File: config.mk
export PLATFORM = sky130hd
export DESIGN_NAME = qpd_decoder
export DESIGN_NICKNAME = d
export VERILOG_FILES = /design/src/rtl/qpd_pkg.sv /design/src/rtl/qpd_line_if.sv /design/src/rtl/qpd_bus_sense.sv /design/src/rtl/qpd_decoder.sv
export SDC_FILE = /design/constraint.sdc
export NUM_CORES = 1
export LEC_CHECK = 0
export ABC_AREA = 1
export BUFFER_PORTS_ARGS = -buffer_cell sky130_fd_sc_hd__clkbuf_2
export CORE_UTILIZATION = 57
export CTS_CLUSTER_SIZE = 10
export DETAILED_ROUTE_END_ITERATION = 12
export PLACE_DENSITY_LB_ADDON = 0.3
export SLEW_MARGIN = 25
export SYNTH_ARGS = -nofsm -noshare
export SYNTH_HDL_FRONTEND = slang
export SYNTH_HIERARCHICAL = 1
export SYNTH_SLANG_ARGS = --single-unit
File: constraint.sdc
create_clock -name mclk -period 9.1 [get_ports mclk]
set_input_delay 1.82 -clock mclk [delete_from_list [all_inputs] [get_ports mclk]]
set_output_delay 1.82 -clock mclk [all_outputs]
set_load 0.05 [all_outputs]
File: src/rtl/qpd_pkg.sv
// Constants shared by the quad pot command decoder
package qpd_pkg;
   localparam int          NPOT        = 4;
   localparam int          NSET        = 4;
   localparam int          TAP_W       = 6;
   localparam logic [5:0]  TAP_MAX     = 6'h3F;
   localparam logic [5:0]  TAP_MIN     = 6'h00;
   localparam logic [5:0]  NV_RESET    = 6'h00;
   localparam logic [3:0]  BYTE_BITS   = 4'h8;
   localparam logic [1:0]  SET_ZERO    = 2'h0;
   // Instruction opcodes, upper nibble of the instruction byte
   localparam logic [3:0]  OP_RD_WIP   = 4'h9;
   localparam logic [3:0]  OP_WR_WIP   = 4'hA;
   localparam logic [3:0]  OP_RD_SET   = 4'hB;
   localparam logic [3:0]  OP_WR_SET   = 4'hC;
   localparam logic [3:0]  OP_S2W      = 4'hD;
   localparam logic [3:0]  OP_W2S      = 4'hE;
   localparam logic [3:0]  OP_GANG_S2W = 4'h1;
   localparam logic [3:0]  OP_GANG_W2S = 4'h8;
   localparam logic [3:0]  OP_STEP     = 4'h2;
   // Non-volatile programming time and the clock rate
   localparam int          NV_WRITE_MS = 5;
   localparam int          MCLK_HZ     = 10_000_000;

   typedef enum logic [3:0] {
      QPD_IDLE  = 4'h0,
      QPD_ADDR  = 4'h1,
      QPD_ACK_A = 4'h3,
      QPD_INSTR = 4'h2,
      QPD_ACK_I = 4'h6,
      QPD_WDATA = 4'h7,
      QPD_ACK_D = 4'h5,
      QPD_WAIT  = 4'h4,
      QPD_RDATA = 4'hC,
      QPD_RACK  = 4'hD,
      QPD_STEP  = 4'hF
   } qpd_state_t;
endpackage : qpd_pkg

File: src/rtl/qpd_line_if.sv
// Sampled bus line events passed from the line sensor to the decoder
`timescale 1ns/100ps
`default_nettype none
interface qpd_line_if;
   logic scl_rise;
   logic scl_fall;
   logic sda_lvl;
   logic start_det;
   logic stop_det;

   modport sense (output scl_rise, scl_fall, sda_lvl, start_det, stop_det);
   modport core  (input  scl_rise, scl_fall, sda_lvl, start_det, stop_det);
endinterface : qpd_line_if
`default_nettype wire

File: src/rtl/qpd_bus_sense.sv
// Two-wire line synchroniser with edge, START and STOP detection
`timescale 1ns/100ps
`default_nettype none
module qpd_bus_sense
(
   input  wire logic  mclk,
   input  wire logic  rst,
   input  wire logic  scl_in,
   input  wire logic  sda_in,
   qpd_line_if.sense  ln
);
   logic [2:0] scl_q;
   logic [2:0] sda_q;

   // Stage 0 feeds stage 1 only; stages 1 and 2 feed the detectors
   always_ff @(posedge mclk or posedge rst)
   begin
      if (rst)
      begin
         scl_q <= 3'h7;
         sda_q <= 3'h7;
      end
      else
      begin
         scl_q <= {scl_q[1:0], scl_in};
         sda_q <= {sda_q[1:0], sda_in};
      end
   end

   // Events last one mclk cycle each
   assign ln.scl_rise  = scl_q[1] & ~scl_q[2];
   assign ln.scl_fall  = ~scl_q[1] & scl_q[2];
   assign ln.sda_lvl   = sda_q[1];
   // SDA moving while SCL stays high marks frame boundaries
   assign ln.start_det = scl_q[1] & scl_q[2] & ~sda_q[1] & sda_q[2];
   assign ln.stop_det  = scl_q[1] & scl_q[2] & sda_q[1] & ~sda_q[2];
endmodule : qpd_bus_sense
`default_nettype wire

File: src/rtl/qpd_decoder.sv
// Quad pot serial command decoder with wiper and stored-setting registers
`timescale 1ns/100ps
`default_nettype none
module qpd_decoder
   import qpd_pkg::*;
#(
   parameter logic [3:0] DEV_TYPE        = 4'hA, // Arbitrary type code
   parameter int         NV_WRITE_CYCLES = NV_WRITE_MS * (MCLK_HZ / 1000)
)
(
   input  wire logic        mclk,
   input  wire logic        rst,
   input  wire logic        scl_in,
   input  wire logic        sda_in,
   input  wire logic        addr_strap_3,
   input  wire logic        addr_strap_2,
   input  wire logic        addr_strap_1,
   input  wire logic        addr_strap_0,
   output logic             sda_out,
   output logic             sda_oe_n,
   output logic             nv_busy,
   output logic [23:0]      wiper_taps
);
   localparam int BW = $clog2(NV_WRITE_CYCLES + 1);

   qpd_line_if              ln ();
   qpd_state_t              state_q;
   logic [3:0]              cnt_q;
   logic [7:0]              sh_q;
   logic [3:0]              op_q;
   logic [1:0]              sel_q;
   logic [1:0]              pot_q;
   logic                    oe_n_q;
   logic                    dir_q;
   logic                    pend_q;
   logic                    init_q;
   logic [3:0]              strap_s0_q;
   logic [3:0]              strap_s1_q;
   logic [BW-1:0]           busy_cnt_q;
   logic [TAP_W-1:0]        wip_q [NPOT];
   logic [TAP_W-1:0]        nv_q  [NPOT][NSET];
   logic                    byte_fall;
   logic                    op_ok;
   logic                    busy;
   logic                    instr_done;
   logic                    wdata_done;
   logic                    step_pulse;
   logic                    commit;
   logic [7:0]              rd_byte;

   qpd_bus_sense u_sense
   (
      .mclk   (mclk),
      .rst    (rst),
      .scl_in (scl_in),
      .sda_in (sda_in),
      .ln     (ln.sense)
   );

   // Strap pins are asynchronous levels, so two flops first
   always_ff @(posedge mclk or posedge rst)
   begin
      if (rst)
      begin
         strap_s0_q <= 4'h0;
         strap_s1_q <= 4'h0;
      end
      else
      begin
         strap_s0_q <= {addr_strap_3, addr_strap_2, addr_strap_1,
                        addr_strap_0};
         strap_s1_q <= strap_s0_q;
      end
   end

   // Opcode check; pot bits must be zero for gang, setting bits for wiper ops
   always_comb
   begin
      case (sh_q[7:4])
         OP_RD_WIP,
         OP_WR_WIP,
         OP_STEP:     op_ok = (sh_q[3:2] == 2'h0);
         OP_GANG_S2W,
         OP_GANG_W2S: op_ok = (sh_q[1:0] == 2'h0);
         OP_RD_SET,
         OP_WR_SET,
         OP_S2W,
         OP_W2S:      op_ok = 1'b1;
         default:     op_ok = 1'b0;
      endcase
   end

   // Strobes from the sequencer to the register concerns
   assign busy       = (busy_cnt_q != '0);
   assign byte_fall  = ln.scl_fall && (cnt_q == BYTE_BITS);
   assign instr_done = (state_q == QPD_INSTR) && byte_fall && op_ok &&
                       !ln.start_det && !ln.stop_det;
   assign wdata_done = (state_q == QPD_WDATA) && byte_fall &&
                       !ln.start_det && !ln.stop_det;
   assign step_pulse = (state_q == QPD_STEP) && ln.scl_fall &&
                       !ln.start_det;
   assign commit     = ln.stop_det && pend_q;
   // Upper two bits always zero on reads
   assign rd_byte    = (op_q == OP_RD_WIP) ? {2'b00, wip_q[pot_q]}
                       : {2'b00, nv_q[pot_q][sel_q]};

   // Frame sequencer: bits sampled on SCL rise, SDA changed on SCL fall
   always_ff @(posedge mclk or posedge rst)
   begin
      if (rst)
      begin
         state_q <= QPD_IDLE;
         cnt_q   <= 4'h0;
         sh_q    <= 8'h00;
         op_q    <= 4'h0;
         sel_q   <= 2'h0;
         pot_q   <= 2'h0;
         oe_n_q  <= 1'b1;
         dir_q   <= 1'b0;
      end
      else if (ln.start_det)
      begin
         state_q <= QPD_ADDR;
         cnt_q   <= 4'h0;
         oe_n_q  <= 1'b1;
      end
      else if (ln.stop_det)
      begin
         state_q <= QPD_IDLE;
         oe_n_q  <= 1'b1;
      end
      else
      begin
         case (state_q)
            QPD_ADDR,
            QPD_INSTR,
            QPD_WDATA:
            begin
               if (ln.scl_rise)
               begin
                  sh_q  <= {sh_q[6:0], ln.sda_lvl};
                  cnt_q <= cnt_q + 4'h1;
               end
               else if (byte_fall)
               begin
                  cnt_q <= 4'h0;
                  if (state_q == QPD_ADDR)
                  begin
                     // Wrong type, wrong strap or busy: stay silent
                     if (sh_q == {DEV_TYPE, strap_s1_q} && !busy)
                     begin
                        state_q <= QPD_ACK_A;
                        oe_n_q  <= 1'b0;
                     end
                     else
                        state_q <= QPD_WAIT;
                  end
                  else if (state_q == QPD_INSTR)
                  begin
                     op_q  <= sh_q[7:4];
                     sel_q <= sh_q[3:2];
                     pot_q <= sh_q[1:0];
                     state_q <= op_ok ? QPD_ACK_I : QPD_WAIT;
                     oe_n_q  <= !op_ok;
                  end
                  else
                  begin
                     state_q <= QPD_ACK_D;
                     oe_n_q  <= 1'b0;
                  end
               end
            end
            QPD_ACK_A:
            begin
               if (ln.scl_fall)
               begin
                  state_q <= QPD_INSTR;
                  oe_n_q  <= 1'b1;
               end
            end
            QPD_ACK_I:
            begin
               if (ln.scl_fall)
               begin
                  case (op_q)
                     OP_RD_WIP,
                     OP_RD_SET:
                     begin
                        state_q <= QPD_RDATA;
                        sh_q    <= rd_byte;
                        oe_n_q  <= rd_byte[7];
                        cnt_q   <= 4'h1;
                     end
                     OP_WR_WIP,
                     OP_WR_SET:
                     begin
                        state_q <= QPD_WDATA;
                        oe_n_q  <= 1'b1;
                     end
                     OP_STEP:
                     begin
                        state_q <= QPD_STEP;
                        oe_n_q  <= 1'b1;
                     end
                     default:
                     begin
                        state_q <= QPD_WAIT;
                        oe_n_q  <= 1'b1;
                     end
                  endcase
               end
            end
            QPD_RDATA:
            begin
               if (ln.scl_fall)
               begin
                  if (cnt_q == BYTE_BITS)
                  begin
                     state_q <= QPD_RACK;
                     oe_n_q  <= 1'b1;
                  end
                  else
                  begin
                     // Released line reads as one, driven line as zero
                     oe_n_q <= sh_q[6];
                     sh_q   <= {sh_q[6:0], 1'b0};
                     cnt_q  <= cnt_q + 4'h1;
                  end
               end
            end
            QPD_RACK:
            begin
               if (ln.scl_fall)
                  state_q <= QPD_WAIT;
            end
            QPD_ACK_D:
            begin
               if (ln.scl_fall)
               begin
                  state_q <= QPD_WAIT;
                  oe_n_q  <= 1'b1;
               end
            end
            QPD_STEP:
            begin
               // Direction caught at rise, applied when the pulse ends
               if (ln.scl_rise)
                  dir_q <= ln.sda_lvl;
            end
            default:
               state_q <= state_q;
         endcase
      end
   end

   // Pending programming request, raised by accepted stores
   always_ff @(posedge mclk or posedge rst)
   begin
      if (rst)
         pend_q <= 1'b0;
      else if (ln.stop_det)
         pend_q <= 1'b0;
      else if (ln.start_det)
         pend_q <= 1'b0;
      else if ((instr_done && (sh_q[7:4] == OP_W2S ||
                               sh_q[7:4] == OP_GANG_W2S)) ||
               (wdata_done && op_q == OP_WR_SET))
         pend_q <= 1'b1;
   end

   // Stored settings change only at STOP
   always_ff @(posedge mclk or posedge rst)
   begin
      if (rst)
      begin
         for (int i = 0; i < NPOT; i++)
            for (int j = 0; j < NSET; j++)
               nv_q[i][j] <= NV_RESET;
      end
      else if (commit)
      begin
         case (op_q)
            OP_WR_SET: nv_q[pot_q][sel_q] <= sh_q[5:0];
            OP_W2S:    nv_q[pot_q][sel_q] <= wip_q[pot_q];
            default:
               for (int i = 0; i < NPOT; i++)
                  nv_q[i][sel_q] <= wip_q[i];
         endcase
      end
   end

   // Programming timer; whole device refuses frames while it runs
   always_ff @(posedge mclk or posedge rst)
   begin
      if (rst)
         busy_cnt_q <= '0;
      else if (commit)
         busy_cnt_q <= BW'(NV_WRITE_CYCLES);
      else if (busy)
         busy_cnt_q <= busy_cnt_q - 1'b1;
   end

   // Wiper registers: power-up load, writes, loads and stepping
   always_ff @(posedge mclk or posedge rst)
   begin
      if (rst)
      begin
         init_q <= 1'b0;
         for (int i = 0; i < NPOT; i++)
            wip_q[i] <= NV_RESET;
      end
      else if (!init_q)
      begin
         init_q <= 1'b1;
         for (int i = 0; i < NPOT; i++)
            wip_q[i] <= nv_q[i][SET_ZERO];
      end
      else if (instr_done && sh_q[7:4] == OP_S2W)
         wip_q[sh_q[1:0]] <= nv_q[sh_q[1:0]][sh_q[3:2]];
      else if (instr_done && sh_q[7:4] == OP_GANG_S2W)
      begin
         for (int i = 0; i < NPOT; i++)
            wip_q[i] <= nv_q[i][sh_q[3:2]];
      end
      else if (wdata_done && op_q == OP_WR_WIP)
         wip_q[pot_q] <= sh_q[5:0];
      else if (step_pulse)
      begin
         // Saturate at both ends rather than wrap
         if (dir_q && wip_q[pot_q] != TAP_MAX)
            wip_q[pot_q] <= wip_q[pot_q] + 6'h01;
         else if (!dir_q && wip_q[pot_q] != TAP_MIN)
            wip_q[pot_q] <= wip_q[pot_q] - 6'h01;
      end
   end

   // Open-drain data line: only ever pulled low
   assign sda_out    = 1'b0;
   assign sda_oe_n   = oe_n_q;
   assign nv_busy    = busy;
   assign wiper_taps = {wip_q[3], wip_q[2], wip_q[1], wip_q[0]};
endmodule : qpd_decoder
`default_nettype wire

==> impl_metrics.yaml <==
placement:
  placedCellCount: 2395
  dpl.hpwl_um: 39220
  io_buffers: 33
  dpl_worst_slack_ps: 5217
  routabilityCongestion: 1.021
  place_area_sq_um: 13910
power:
  vdd_drop_max_mv: 0.1173
  powerDensity_nw_per_um2: 183.8
  p_leak_nw: 6.386
  finalPower_mw: 2.658
cts:
  cts_tree: "done"
  cts_max_level: 4
  cts-root-buf: "clkbuf_16"
  cts_buffer_depth: 2
  cts_buffers: 17
  cts_setup_buffers: 0
  clkTransAtPathRegs_ps: 80
  post_cts_resized: 0
  clock_latency_ps: 450
  cts_hold_buf: 0
  cts.sinks: 178
drt:
  drc: 0
  via_count: 15791
  drt_iter0_drc: 2297
  avgViaCountPerCell: 6.509
  routed_wl_um: 55620
  wire_per_inst_um: 22.92
  drtPass1Iterations: 7
  ant_nets: 0
synthesis:
  synthSimpleGateAreaFrac_pct: 31.73
  synth_fa_ha_area_share_pct: 0.4557
  synth.distinct_cells: 51
  yosysTopAreaCellShare_pct: 31.17
  synth-compound-area-share_pct: 25.45
  ys_seq_area_share_pct: 32.51
  synth_cells: 2146
  synth-main-ff-cell: "dfrtp_1"
  ys_ff_latch: 178
  ys_top_cells_by_area: "dfrtp_1, nand2_1, o21ai_0"
  synth_xor_area_share_pct: 0.5742
  synth_edf_count: 0
  async_reset_ff_share_pct: 100.0
  synthMuxAreaShare_pct: 0.07292
  avgSynthCellArea_sq_um: 6.397
  yosysWarnings: 6
  synth_top_family_by_area: "simple AND/OR/NAND/NOR gates"
  syn-num-nets: 2159
  synth_top_cell_by_area: "dfrtp_1"
  netlist_area_sq_um: 13730
final_layout:
  post-route-util_pct: 61.43
  most-common-layout-cells: "nand2_1, nor2_1, o21ai_0"
  final_layout_size_suffix_gt1_share_pct: 7.973
  fin_cells: 2426
  diodes: 0
  areaGrowthSynthToFinish_pct: 5.359
  layout_commonest_cell: "nand2_1"
  final_cell_area_sq_um: 14460
  final_nets: 2108
sta:
  setup_viol: 0
  slew_headroom_pct: 21.25
  report.final.hold_viol_count: 0
  rsz0062_at_grt: "false"
  fmax_ghz: 0.2568
  hold_slack_ps: 353.9
  tightest_slew_ps: 1177
  period_share_pct: 42.79
  finalWorstPathRequiredPeriod_ps: 3894
  skew_ps: 15.03
  worst_slack_ps: 5206
  slew_viol_final: 0
  tns_ps: 0
floorplan:
  core_area_sq_um: 23540
  initial_utilization_pct: 58.31
  fp.dieH_um: 157.2
  die_x_um: 157.2
  rows: 56
  io_pins: 35
  dieArea_sq_um: 24710
flow_run:
  drv_cap: 0
setup_path:
  end_kind: "flop"
  worstSetupPathType: "flop to flop"
  critPathRequiredTime_ps: 9410
  r2r_end: "nv_q[4]$_DFFE_PP0P_"
  r2r_cells: 7
  r2r_start: "u_sense/sda_q[1]$_DFF_PP1_"
  r2r_slack_ps: 5210
  cp-startpoint: "u_sense/sda_q[1]$_DFF_PP1_"
  critPathLaunchType: "flop"
  critPathArrivalTime_ps: 4200
  crit_fanout: 35
  crit_path_end: "nv_q[4]$_DFFE_PP0P_"
grt:
  grt_pass1_wl_um: 83520
  antenna_found_initial: 2
  track_usage_pct: 45.67
  grt_pass1_vias: 14105
  grt_max_degree: 86
  overflow: 0
run_status:
  outcome: "finished, final reports clean"
worst_hold_path:
  holdCritPathClass: "flop to flop"
metal layers:
metal | vias to the layer above | part of all wire [%] | GRT usage, %
met2 | 1134 | 40 | 63.86
met1 | 7340 | 39 | 61.74
met4 | 4 | 5.9 | 25.38
li1 | 7086 | - | -
met3 | 227 | 15 | 14.98
met5 | - | 0.043 | 0
critical path: stages, from the launching register on:
cell and delay [ps]:
dfstp_2 590, nand2_1 70, nor2_1 500, nand2_1 650, a21oi_4 940, inv_1 480, nor4_1 410, a21oi_1 80
how the worst min path moves through the flow:
| stage | cells past startpoint | from | endpoint | slack, ps |
|---|---|---|---|---|
| final | 0 | strap_s0_q[0]$_DFF_PP0_ | strap_s1_q[0]$_DFF_PP0_ | 350 |
| after global routing | 0 | strap_s0_q[0]$_DFF_PP0_ | strap_s1_q[0]$_DFF_PP0_ | 360 |
| after CTS | 0 | strap_s0_q[0]$_DFF_PP0_ | strap_s1_q[0]$_DFF_PP0_ | 360 |
| after detailed placement | 0 | strap_s0_q[0]$_DFF_PP0_ | strap_s1_q[0]$_DFF_PP0_ | 340 |
| after global placement | 0 | strap_s0_q[1]$_DFF_PP0_ | strap_s1_q[1]$_DFF_PP0_ | 340 |
| after floorplan | 0 | strap_s0_q[0]$_DFF_PP0_ | strap_s1_q[0]$_DFF_PP0_ | 330 |
layout make-up:
class	instances	area, sq um
clock buffer	19	442.9
clock inverter	12	111.4
fill	2326	9080
inverter	189	714.4
multi-input combinational	1659	8038
sequential	178	4464
tap	319	399.1
timing repair buffer	50	292.8
power breakdown:
part / internal, mW / switching (mW) / leakage [nW]
clock network: 0.367 / 0.373 / 0.265
registers: 0.838 / 0.107 / 2.37
logic: 0.220 / 0.753 / 3.75
cells in the mapped netlist, drive strengths merged, types with 6 or more instances:
| library cell | instances |
|---|---|
| xor2 | 6 |
| o211ai | 9 |
| dfrtp | 171 |
| o221ai | 6 |
| buf | 49 |
| o22ai | 16 |
| nand3 | 88 |
| a21oi | 210 |
| o21ai | 220 |
| dfstp | 7 |
| nor4 | 6 |
| a22oi | 54 |
| a41oi | 31 |
| nand2 | 659 |
| clkbuf | 71 |
| nor3 | 13 |
| a31oi | 30 |
| nor2 | 255 |
| inv | 186 |
| a221oi | 16 |
| nand4 | 14 |
sequential cells by signal, summed over array words and instances (netlist names), 4 cells and up:
register and cells:
op_q 4, strap_s1_q 4, strap_s0_q 4, state_q 4, busy_cnt_q 16, nv_q 96
cnt_q 4, wiper_taps 24, sh_q 8
cell families (layout without fill, tap and decap cells):
kind of cell / Yosys count / in the layout
fa+ha+maj: 5 / 5
other cells: 2 / 2
buf+inv: 309 / 270
compound gates: 601 / 601
xor+xnor: 9 / 9
mux: 1 / 1
flops: 178 / 178
simple gates: 1041 / 1041
(Power assumes the default switching activity.)
